[src/hdl/cks_pkg.sv]
// clock source selector package: configuration encodings, field layouts and reset values
// assumes every consumer imports the whole package; the fuse fields are static after power-up

package cks_pkg;

  // ****************************************************************
  // primary oscillator mode field of the clock configuration word
  // ****************************************************************
  typedef enum logic [3:0] {
    CKS_MODE_LOW_POWER_CRYSTAL     = 4'h0,
    CKS_MODE_RESONATOR             = 4'h1,
    CKS_MODE_HIGH_SPEED_CRYSTAL    = 4'h2,
    CKS_MODE_EXTERNAL_RC           = 4'h3,
    CKS_MODE_EXTERNAL_RC_INSTRUCTION_CLOCK_OUTPUT    = 4'h4,
    CKS_MODE_INTERNAL              = 4'h5,
    CKS_MODE_INTERNAL_INSTRUCTION_CLOCK_OUTPUT       = 4'h6,
    CKS_MODE_EXT_CLOCK_LOW_POWER   = 4'h7,
    CKS_MODE_EXT_CLOCK_LOW_INSTRUCTION_CLOCK_OUTPUT  = 4'h8,
    CKS_MODE_EXT_CLOCK_MEDIUM_POWER = 4'h9,
    CKS_MODE_EXT_CLOCK_MEDIUM_INSTRUCTION_CLOCK_OUTPUT = 4'hA,
    CKS_MODE_EXT_CLOCK_HIGH_POWER  = 4'hB,
    CKS_MODE_EXT_CLOCK_HIGH_INSTRUCTION_CLOCK_OUTPUT = 4'hC
  } cks_osc_mode_t;

  // ****************************************************************
  // clock source select field
  // ****************************************************************
  localparam logic [1:0] CKS_SRC_PRIMARY   = 2'h0;
  localparam logic [1:0] CKS_SRC_SECONDARY = 2'h1;
  localparam int         CKS_SRC_INT_BIT   = 1;

  // effective clock path after all muxing
  typedef enum logic [2:0] {
    CKS_PATH_PRIMARY  = 3'h0,
    CKS_PATH_PLL      = 3'h1,
    CKS_PATH_SECOND   = 3'h2,
    CKS_PATH_LOW_INT  = 3'h3,
    CKS_PATH_HIGH_INT = 3'h4
  } cks_path_t;

  // glitch-free switch states, gray along run -> hold -> arm; arm -> run flips both bits
  typedef enum logic [1:0] {
    CKS_ST_RUN  = 2'h0,
    CKS_ST_HOLD = 2'h1,
    CKS_ST_ARM  = 2'h3
  } cks_state_t;

  // ****************************************************************
  // software control fields and reset values
  // ****************************************************************
  localparam logic [2:0] CKS_IFS_LOW_FREQ   = 3'h0;
  localparam logic [2:0] CKS_IFS_RESET      = 3'h3;  // 1 MHz out of the postscaler
  localparam logic [2:0] CKS_IFS_TOP        = 3'h7;  // undivided high-frequency source
  localparam logic [2:0] CKS_IFS_PLL_MIN    = 3'h6;  // 8 MHz and above may feed the multiplier
  localparam int         CKS_POST_WIDTH     = 9;     // 16 MHz / 512 = 31.25 kHz
  localparam int         CKS_INSTRUCTION_CLOCK_OUTPUT_DIV_BIT = 1;     // two-bit counter, divide by four
  localparam int         CKS_SYNC_STAGES    = 2;
  localparam int         CKS_NUM_INPUTS     = 6;

  // input bit positions in the synchroniser vector
  localparam int CKS_IN_PRIMARY = 0;
  localparam int CKS_IN_SECOND  = 1;
  localparam int CKS_IN_HIGH    = 2;
  localparam int CKS_IN_LOW     = 3;
  localparam int CKS_IN_PLL     = 4;
  localparam int CKS_IN_LOCK    = 5;

  typedef struct packed {
    logic [1:0] clock_source_select;
    logic [2:0] internal_freq_select;
    logic       low_freq_source_select;
    logic       primary_osc_run;
    logic       pll_sw_enable;
  } cks_ctrl_t;

  localparam cks_ctrl_t CKS_CTRL_RESET = '{
    clock_source_select:    CKS_SRC_PRIMARY,
    internal_freq_select:   CKS_IFS_RESET,
    low_freq_source_select: 1'b0,
    primary_osc_run:        1'b1,
    pll_sw_enable:          1'b0
  };

  typedef struct packed {
    logic [4:0] mode;
    logic       primary_sw_control_enable;
    logic       pll_config_enable;
  } cks_config_t;

endpackage : cks_pkg

[src/hdl/cks_postscaler.sv]
// high-frequency internal oscillator postscaler
// assumes src_rise is a one-cycle pulse per rising edge of an already synchronised source

`timescale 1ns/10ps

module cks_postscaler
  import cks_pkg::*;
#(
  parameter int WIDTH = CKS_POST_WIDTH
) (
  input  wire logic       core_clk,
  input  wire logic       rst_n,
  input  wire logic       src_level,
  input  wire logic       src_rise,
  input  wire logic [2:0] freq_select,
  output logic            post_level
);

  logic [WIDTH-1:0] count;
  logic [WIDTH-1:0] next_count;
  logic             next_post_level;

  // ****************************************************************
  // divide by 2^(7-select) for selects 1 to 7; select 0 gives the 31.25 kHz tap, divide by 512
  // ****************************************************************
  always_comb begin
    next_count = src_rise ? count + {{(WIDTH-1){1'b0}}, 1'b1} : count;
    case (freq_select)
      CKS_IFS_TOP: next_post_level = src_level;
      3'h6:        next_post_level = count[0];
      3'h5:        next_post_level = count[1];
      3'h4:        next_post_level = count[2];
      3'h3:        next_post_level = count[3];
      3'h2:        next_post_level = count[4];
      3'h1:        next_post_level = count[5];
      default:     next_post_level = count[WIDTH-1];
    endcase
  end

  always_ff @(posedge core_clk) begin
    if (!rst_n) begin
      count      <= '0;
      post_level <= 1'b0;
    end else begin
      count      <= next_count;
      post_level <= next_post_level;
    end
  end

endmodule // cks_postscaler

[src/hdl/cks_selector.sv]
// system clock source selector: source mux, internal oscillator choice, primary shutdown,
// multiplier enable and clock output on the second oscillator pin
// assumes oscillator levels arrive asynchronously and are far slower than core_clk where
// they are passed on; the fuse fields are static and already on core_clk

`timescale 1ns/10ps

module cks_selector
  import cks_pkg::*;
(
  input  wire logic        core_clk,
  input  wire logic        rst_n,
  input  wire cks_config_t clock_config_word,
  input  wire logic        ctrl_write,
  input  wire cks_ctrl_t   ctrl_wdata,
  input  wire logic        primary_osc_in,
  input  wire logic        secondary_osc_in,
  input  wire logic        high_freq_internal_osc,
  input  wire logic        low_freq_internal_osc,
  input  wire logic        pll_clk_in,
  input  wire logic        pll_locked_in,
  output cks_ctrl_t        ctrl_rdata,
  output logic             sys_clk,
  output cks_path_t        active_path,
  output logic             switch_busy,
  output logic             primary_osc_enable,
  output logic             pll_enable,
  output logic             second_osc_pin_out,
  output logic             second_osc_pin_oe_n
);

  // ****************************************************************
  // input synchronisers
  // ****************************************************************
  logic [CKS_NUM_INPUTS-1:0] raw_in;
  logic [CKS_NUM_INPUTS-1:0] sync_meta;
  logic [CKS_NUM_INPUTS-1:0] sync_level;
  logic [CKS_NUM_INPUTS-1:0] sync_prev;
  logic [CKS_NUM_INPUTS-1:0] sync_rise;

  assign raw_in = {pll_locked_in, pll_clk_in, low_freq_internal_osc,
                   high_freq_internal_osc, secondary_osc_in, primary_osc_in};

  // stage one feeds only stage two; edges are taken from stage two onward
  genvar gi;
  generate
    for (gi = 0; gi < CKS_NUM_INPUTS; gi++) begin : g_sync
      always_ff @(posedge core_clk) begin
        if (!rst_n) begin
          sync_meta[gi]  <= 1'b0;
          sync_level[gi] <= 1'b0;
          sync_prev[gi]  <= 1'b0;
        end else begin
          sync_meta[gi]  <= raw_in[gi];
          sync_level[gi] <= sync_meta[gi];
          sync_prev[gi]  <= sync_level[gi];
        end
      end
      assign sync_rise[gi] = sync_level[gi] & ~sync_prev[gi];
    end
  endgenerate

  // ****************************************************************
  // software control fields
  // ****************************************************************
  cks_ctrl_t ctrl;
  cks_ctrl_t next_ctrl;

  always_comb begin
    next_ctrl = ctrl;
    if (ctrl_write) begin
      next_ctrl = ctrl_wdata;
    end
  end

  always_ff @(posedge core_clk) begin
    if (!rst_n) begin
      ctrl <= CKS_CTRL_RESET;
    end else begin
      ctrl <= next_ctrl;
    end
  end

  // ****************************************************************
  // high-frequency postscaler
  // ****************************************************************
  logic high_post_level;

  cks_postscaler #(
    .WIDTH (CKS_POST_WIDTH)
  ) u_postscaler (
    .core_clk    (core_clk),
    .rst_n       (rst_n),
    .src_level   (sync_level[CKS_IN_HIGH]),
    .src_rise    (sync_rise[CKS_IN_HIGH]),
    .freq_select (ctrl.internal_freq_select),
    .post_level  (high_post_level)
  );

  // ****************************************************************
  // path selection
  // ****************************************************************
  logic      mode_internal;
  logic      mode_instruction_clock_output;
  logic      low_int_pick;
  logic      pll_allowed;
  logic      pll_run;
  cks_path_t want_path;

  always_comb begin
    mode_internal = 1'b0;
    mode_instruction_clock_output   = 1'b0;
    case (clock_config_word.mode[3:0])
      CKS_MODE_INTERNAL:                mode_internal = 1'b1;
      CKS_MODE_INTERNAL_INSTRUCTION_CLOCK_OUTPUT: begin
        mode_internal = 1'b1;
        mode_instruction_clock_output   = 1'b1;
      end
      CKS_MODE_EXTERNAL_RC_INSTRUCTION_CLOCK_OUTPUT,
      CKS_MODE_EXT_CLOCK_LOW_INSTRUCTION_CLOCK_OUTPUT,
      CKS_MODE_EXT_CLOCK_MEDIUM_INSTRUCTION_CLOCK_OUTPUT,
      CKS_MODE_EXT_CLOCK_HIGH_INSTRUCTION_CLOCK_OUTPUT:   mode_instruction_clock_output = 1'b1;
      default:                          mode_instruction_clock_output = 1'b0;
    endcase
    // the low source only for select 000 with the low source bit clear
    low_int_pick = (ctrl.internal_freq_select == CKS_IFS_LOW_FREQ) &&
                   !ctrl.low_freq_source_select;
    // in internal modes software may only enable the multiplier at select 6 or above; other modes always allow it
    pll_allowed = mode_internal ? (ctrl.internal_freq_select >= CKS_IFS_PLL_MIN)
                                : !low_int_pick || 1'b1;
    pll_run = clock_config_word.pll_config_enable ||
              (ctrl.pll_sw_enable && pll_allowed);
    if (ctrl.clock_source_select[CKS_SRC_INT_BIT] ||
        (ctrl.clock_source_select == CKS_SRC_PRIMARY && mode_internal)) begin
      if (pll_run && !low_int_pick && sync_level[CKS_IN_LOCK] &&
          !ctrl.clock_source_select[CKS_SRC_INT_BIT]) begin
        want_path = CKS_PATH_PLL;
      end else begin
        want_path = low_int_pick ? CKS_PATH_LOW_INT : CKS_PATH_HIGH_INT;
      end
    end else if (ctrl.clock_source_select == CKS_SRC_SECONDARY) begin
      want_path = CKS_PATH_SECOND;
    end else if (pll_run && sync_level[CKS_IN_LOCK]) begin
      want_path = CKS_PATH_PLL;
    end else begin
      want_path = CKS_PATH_PRIMARY;
    end
  end

  function automatic logic path_level(input cks_path_t p,
                                      input logic [CKS_NUM_INPUTS-1:0] lvl,
                                      input logic post);
    case (p)
      CKS_PATH_PRIMARY: path_level = lvl[CKS_IN_PRIMARY];
      CKS_PATH_PLL:     path_level = lvl[CKS_IN_PLL];
      CKS_PATH_SECOND:  path_level = lvl[CKS_IN_SECOND];
      CKS_PATH_LOW_INT: path_level = lvl[CKS_IN_LOW];
      default:          path_level = post;
    endcase
  endfunction

  // ****************************************************************
  // glitch-free switch
  // ****************************************************************
  cks_state_t state;
  cks_state_t next_state;
  cks_path_t  next_active_path;
  logic       next_sys_clk;
  logic       cur_level;
  logic       new_level;

  always_comb begin
    cur_level        = path_level(active_path, sync_level, high_post_level);
    new_level        = path_level(want_path, sync_level, high_post_level);
    next_state       = state;
    next_active_path = active_path;
    next_sys_clk     = cur_level;
    case (state)
      CKS_ST_RUN: begin
        if (want_path != active_path) begin
          next_state = CKS_ST_HOLD;
        end
      end
      CKS_ST_HOLD: begin
        // finish the current high phase, then park low
        if (!sys_clk) begin
          next_sys_clk = 1'b0;
          next_state   = CKS_ST_ARM;
        end
      end
      CKS_ST_ARM: begin
        next_sys_clk = 1'b0;
        // only a low level of the new source arms it, so its first high is whole
        if (!new_level) begin
          next_active_path = want_path;
          next_state       = CKS_ST_RUN;
        end
      end
      default: begin
        next_sys_clk = 1'b0;
        next_state   = CKS_ST_RUN;
      end
    endcase
  end

  always_ff @(posedge core_clk) begin
    if (!rst_n) begin
      state       <= CKS_ST_RUN;
      active_path <= CKS_PATH_PRIMARY;
      sys_clk     <= 1'b0;
    end else begin
      state       <= next_state;
      active_path <= next_active_path;
      sys_clk     <= next_sys_clk;
    end
  end

  // ****************************************************************
  // primary oscillator run control, multiplier enable, status
  // ****************************************************************
  logic primary_in_use;
  logic next_primary_osc_enable;
  logic next_pll_enable;
  logic next_switch_busy;

  always_comb begin
    primary_in_use = (active_path == CKS_PATH_PRIMARY) ||
                     (active_path == CKS_PATH_PLL && !mode_internal) ||
                     (want_path == CKS_PATH_PRIMARY);
    next_primary_osc_enable = !clock_config_word.primary_sw_control_enable ||
                              ctrl.primary_osc_run ||
                              primary_in_use;
    next_pll_enable  = pll_run;
    next_switch_busy = (next_state != CKS_ST_RUN);
  end

  always_ff @(posedge core_clk) begin
    if (!rst_n) begin
      primary_osc_enable <= 1'b1;
      pll_enable         <= 1'b0;
      switch_busy        <= 1'b0;
      ctrl_rdata         <= CKS_CTRL_RESET;
    end else begin
      primary_osc_enable <= next_primary_osc_enable;
      pll_enable         <= next_pll_enable;
      switch_busy        <= next_switch_busy;
      ctrl_rdata         <= next_ctrl;
    end
  end

  // ****************************************************************
  // clock output on the second oscillator pin
  // ****************************************************************
  logic [CKS_INSTRUCTION_CLOCK_OUTPUT_DIV_BIT:0] instruction_clock_output_count;
  logic [CKS_INSTRUCTION_CLOCK_OUTPUT_DIV_BIT:0] next_instruction_clock_output_count;
  logic                        sys_clk_prev;
  logic                        next_pin_out;
  logic                        next_pin_oe_n;

  always_comb begin
    next_instruction_clock_output_count = instruction_clock_output_count;
    if (sys_clk && !sys_clk_prev) begin
      next_instruction_clock_output_count = instruction_clock_output_count + {{CKS_INSTRUCTION_CLOCK_OUTPUT_DIV_BIT{1'b0}}, 1'b1};
    end
    next_pin_out  = instruction_clock_output_count[CKS_INSTRUCTION_CLOCK_OUTPUT_DIV_BIT];
    next_pin_oe_n = !mode_instruction_clock_output;
  end

  always_ff @(posedge core_clk) begin
    if (!rst_n) begin
      instruction_clock_output_count        <= '0;
      sys_clk_prev        <= 1'b0;
      second_osc_pin_out  <= 1'b0;
      second_osc_pin_oe_n <= 1'b1;
    end else begin
      instruction_clock_output_count        <= next_instruction_clock_output_count;
      sys_clk_prev        <= sys_clk;
      second_osc_pin_out  <= next_pin_out;
      second_osc_pin_oe_n <= next_pin_oe_n;
    end
  end

endmodule // cks_selector

[config.mk]
export PLATFORM = sky130hd
export DESIGN_NAME = cks_selector
export DESIGN_NICKNAME = d
export VERILOG_FILES = /design/src/hdl/cks_pkg.sv /design/src/hdl/cks_postscaler.sv /design/src/hdl/cks_selector.sv
export SDC_FILE = /design/constraint.sdc
export NUM_CORES = 1
export LEC_CHECK = 0
export BUFFER_PORTS_ARGS = -buffer_cell sky130_fd_sc_hd__buf_2
export CAP_MARGIN = 10
export CORE_UTILIZATION = 51
export CTS_BUF_LIST = sky130_fd_sc_hd__clkbuf_8
export CTS_CLUSTER_DIAMETER = 200
export DETAILED_ROUTE_END_ITERATION = 12
export PLACE_DENSITY_LB_ADDON = 0.1
export SETUP_SLACK_MARGIN = 0.1
export SYNTH_ARGS = -nofsm -noshare
export SYNTH_HDL_FRONTEND = slang
export SYNTH_SLANG_ARGS = --single-unit
[constraint.sdc]
create_clock -name core_clk -period 1.9 [get_ports core_clk]
set_clock_uncertainty 0.05 [all_clocks]
set_input_delay 0.38 -clock core_clk [delete_from_list [all_inputs] [get_ports core_clk]]
set_output_delay 0.38 -clock core_clk [all_outputs]
set_load 0.05 [all_outputs]
# Word-level counts from Yosys, hierarchy flattened
# Index checks and enable logic that the tools add are counted.
[classes]
n_bitwise = 3
n_eq_ne = 23
n_mul = 0
n_div = 0
n_mux = 17
addsub = 2
shift = 0
n_reduce_logical = 31
n_lt_le_gt_ge = 1
[op_table]
columns = ["operator", "count"]
rows = [
  ["== test 3 x 2 -> 1 bit (second input constant)", 6],
  ["== test 3 bit (second input constant)", 4],
  ["== test 4 x 3 -> 1 bit (second input constant)", 3],
  ["== test 4 bit (second input constant)", 3],
  ["adder 9 x 1 -> 9 bit (second input constant)", 1],
  ["== test 3 x 1 -> 1 bit (second input constant)", 3],
  ["logical AND 1 bit", 9],
  ["logical NOT 3 bit", 3],
  ["2-to-1 mux 3 bit", 3],
  ["2-to-1 mux 2 bit", 4],
  ["case mux 1 bit (4 select lines)", 2],
  ["logical NOT 1 bit", 7],
  ["case mux 1 bit (7 select lines)", 1],
  ["logical OR 1 bit", 6],
  ["case mux 2 bit (3 select lines)", 1],
  ["2-to-1 mux 1 bit", 5],
  ["OR reduction 5 bit", 1],
  ["== test 2 x 1 -> 1 bit (second input constant)", 2],
  ["logical NOT 2 bit", 2],
  [">= comparator 3 bit (second input constant)", 1],
  ["inequality test 3 bit", 1],
  ["adder 2 x 1 -> 2 bit (second input constant)", 1],
  ["== test 2 bit (second input constant)", 1],
  ["NOT 1 bit", 2],
  ["other kinds (5)", 5],
]
[totals]
reg_bits = 45
mem_bits_ro = 0
latch_bits = 0
mem_count = 0
ram_bits = 0

# Logic depth before layout (Yosys ltp)
[depth]
ltp_word = 16
ltp_mapped = 6
mapped_depth_nobuf = 6

# By module
# Synthesis repeated with hierarchy kept, for this count alone.
[hier_totals]
cells_unflattened = 194
hier_area_um2 = 1890.6
[by_module_without_submodules]
columns = ["mod", "n_inst", "area_per_inst_um2", "seq_area_each_um2", "cells_each"]
rows = [
  ["cks_selector", 1, 1420.1, 700.7, 143],
  ["cks_postscaler", 1, 470.5, 200.2, 51],
]

# Worst setup path before layout
# No wires, ideal clock.
[synth_timing]
path_type = "register to register"
start = "register, netlist name ctrl_rdata[7]"
end = "register state[0]"
setup_slack_ns = -0.209
required_ns = 1.733
period_less_slack_ns = 2.109
arrival_time_ns = 1.942
setup_ns = 0.117
stages_incl_launch_ff = 7
path_cell_list = "dfxtp_1 and2b_2 o21ai_1 o211ai_4 a211oi_4 o21ai_2 a32o_2"
[synth_lines]
columns = ["item", "line_no", "source"]
rows = [
  ["to (signal assigned)", "cks_selector.sv:212", "state <= next_state;"],
  ["to (decl)", "cks_selector.sv:165", "cks_state_t state;"],
]

==> impl_metrics.env <==
export IMPL_crit_slowest_cell="or4_4"
export IMPL_timing_final_ws_setup_ns=-0.000836
export IMPL_clock_latency_ns=0.29
export IMPL_cts_tree="yes"
export IMPL_final_cell_mix="buf_2, dfxtp_1, and2_1, nand2_1, buf_4"
export IMPL_arrival_ns=2.04
export IMPL_portBuffers=39
export IMPL_die_w_um=64.6
export IMPL_yosys_area_share_adder=0.00627
export IMPL_cts_sinks=45
export IMPL_clock_fmax_mhz=526
export IMPL_final_cell_area_um2=2470
export IMPL_yosysSeqAreaShare=0.451
export IMPL_synth_seq_cells=45
export IMPL_yosys_warnings=0
export IMPL_status="finished, violations left"
export IMPL_rsz0062_at_grt="yes"
export IMPL_fp_dieH_um=64.6
export IMPL_final_cells=297
export IMPL_drc_errors=0
export IMPL_critPathBufInv=0
export IMPL_dp_cells=286
export IMPL_switchingPower_mw=0.539
export IMPL_synth_simple_area_share=0.250
export IMPL_cp_required_ns=2.04
export IMPL_slew_headroom=0.788
export IMPL_min_period_ns=1.90
export IMPL_path_clk_slew_ns=0.08
export IMPL_gr_total_overflow=0
export IMPL_yosys_cell_types_count=49
export IMPL_hold_path_class="input pin to register"
export IMPL_dpl_hpwl_um=2940
export IMPL_syn_area_per_cell_um2=10.3
export IMPL_root_buffer="clkbuf_8"
export IMPL_synth_nets=218
export IMPL_crit_type="register to register"
export IMPL_setup_viol=1
export IMPL_powerDensity_nw_per_um2=777
export IMPL_fin_nets=273
export IMPL_cts_buffers=5
export IMPL_peakVddDrop_mv=0.531
export IMPL_dr_pass1_iters=4
export IMPL_combPwrFrac=0.170
export IMPL_core_region_area_um2=3720
export IMPL_viasPerCell=5.09
export IMPL_cts_hold_buf=0
export IMPL_cts_htree_levels=2
export IMPL_vias=1513
export IMPL_antenna_found_initial=0
export IMPL_syn_area_um2=2000
export IMPL_synth_xor_area_share=0.0564
export IMPL_synth_top_family_by_area="simple AND/OR/NAND/NOR gates"
export IMPL_cap_violations=0
export IMPL_switching_share=0.281
export IMPL_area_growth_pct=23.6
export IMPL_final_common_cell="buf_2"
export IMPL_io_pins=41
export IMPL_die_area_um2=4170
export IMPL_critical_path_top_delay_family="compound AO/OA/AOI/OAI gates"
export IMPL_postRouteAntennaNets=0
export IMPL_min_period_over_period=1.00
export IMPL_diodes=0
export IMPL_slowest_delay_ns=0.52
export IMPL_clock_path_buffers=2
export IMPL_grt_pass1_vias=1495
export IMPL_wl_per_cell_um=13.2
export IMPL_synth_main_ff_cell="dfxtp_1"
export IMPL_p_int_mw=1.38
export IMPL_drive_gt1_frac=0.382
export IMPL_crit_fanout=4
export IMPL_place_ws_ns=-0.148
export IMPL_rows=22
export IMPL_grt_max_degree=36
export IMPL_drt_initial_drc_count=59
export IMPL_syn_inst=193
export IMPL_synth_compound_area_frac=0.117
export IMPL_placed_cell_area_um2=2330
export IMPL_power_leakage_nw=1.06
export IMPL_drt_total_wl_um=3910
export IMPL_grt_pass1_wl_um=6870
export IMPL_violations="setup timing"
export IMPL_synthMuxAreaShare=0.0991
export IMPL_start_util=0.537
export IMPL_seqPwrFrac=0.533
export IMPL_final_core_util=0.664
export IMPL_globalplace_congestion=0.902
export IMPL_clock_power_share=0.297
export IMPL_synth_edf_count=0
export IMPL_path_cells="or4_4 -> nand3_2 -> o211ai_4 -> a211oi_4 -> a31oi_1 -> a41o_1"
export IMPL_async_reset_ff_frac=0
export IMPL_grt_usage=0.215
export IMPL_report_final_slew_viol_count=0
export IMPL_cp_end_kind="register"
export IMPL_tightest_slew_ns=0.317
export IMPL_start_kind="register"
export IMPL_hold_viol_final=0
[Yosys cell counts, types with 2 or more instances]
master | count | area [um2]
nand3_1 | 3 | 15.0
inv_1 | 2 | 7.51
a21boi_0 | 2 | 15.0
and2_1 | 23 | 144
nor2b_1 | 10 | 62.6
nand4_1 | 3 | 18.8
nand2_1 | 18 | 67.6
dfxtp_1 | 45 | 901
o21ai_1 | 2 | 10.0
mux2i_1 | 13 | 130
clkbuf_1 | 5 | 18.8
xor2_1 | 3 | 26.3
o21ai_0 | 6 | 30.0
or3_1 | 2 | 12.5
and2b_2 | 4 | 35.0
and3_1 | 3 | 18.8
mux4_2 | 3 | 67.6
xnor2_1 | 8 | 70.1
nor3b_1 | 2 | 15.0
nor2_4 | 2 | 22.5
a32o_2 | 2 | 22.5
nor2_1 | 5 | 18.8
[area by class of cell]
cell class | instances | area (um2)
Fill cell | 301 | 1250
Inverter | 2 | 7.51
Multi-Input combinational cell | 140 | 1080
Clock buffer | 5 | 68.8
Clock inverter | 3 | 20.0
Timing Repair Buffer | 54 | 308
Sequential cell | 45 | 920
Tap cell | 48 | 60.1
[per-stage QoR]
step	hold WS, ns	power [mW]	setup TNS, ns
floorplan	0.362	1.26	0
global placement	0.370	1.35	-0.458
detailed placement	0.368	1.36	-0.682
CTS	0.231	1.93	-0.0949
global route	0.218	2.01	-0.140
finish	0.238	1.92	-0.000836
[per-layer routing]
metal | vias to the layer above | part of all wire | track usage
li1 | 780 | - | -
met1 | 684 | 0.47 | 0.277
met2 | 42 | 0.48 | 0.354
met3 | 7 | 0.043 | 0.0546
met4 | 0 | 0.011 | 0.0611
met5 | - | 0 | 0
[power by group through the flow]
stage	clock network (mW)	logic [mW]	registers, mW
after floorplan	0	0.153	1.11
after global placement	0	0.305	1.04
after detailed placement	0	0.314	1.04
after CTS	0.585	0.323	1.02
after global routing	0.632	0.354	1.03
final	0.569	0.326	1.02
[flip-flops by register name, indices dropped and copies added (netlist names)]
register and cells:
u_postscaler.post_level 1, second_osc_pin_oe_n 1, ctrl_rdata 8, sys_clk_prev 1
sync_level 6, pll_enable 1, sync_meta 6, sys_clk 1
second_osc_pin_out 1, u_postscaler.count 9, primary_osc_enable 1, active_path 3
state 2, instruction_clock_output_count 2, switch_busy 1, sync_prev 1
[cell families after synthesis]
kind of cell             Yosys count
AO/OA/AOI/OAI                     27
AND/OR/NAND/NOR                   84
flip-flops                        45
XOR/XNOR                          12
adder cells (fa/ha/maj)            1
buffers and inverters              8
multiplexers                      16
[path summary, 6_finish.rpt]
path,start,endpoint,slack (ns),cells past startpoint
max,ctrl_rdata[2],active_path[2],-0.0008,6
min,primary_osc_in,sync_meta[0],0.24,2
max reg2reg,ctrl_rdata[2],active_path[2],-0.0008,6
min reg2reg,sync_meta[4],sync_level[4],0.39,1
[what timing repair did]
item                       CTS  global route
setup endpoints to repair    6             7
buffers inserted             3             0
gates resized for setup      1             6
pin swaps                    8             5
(Power assumes the default switching activity.)
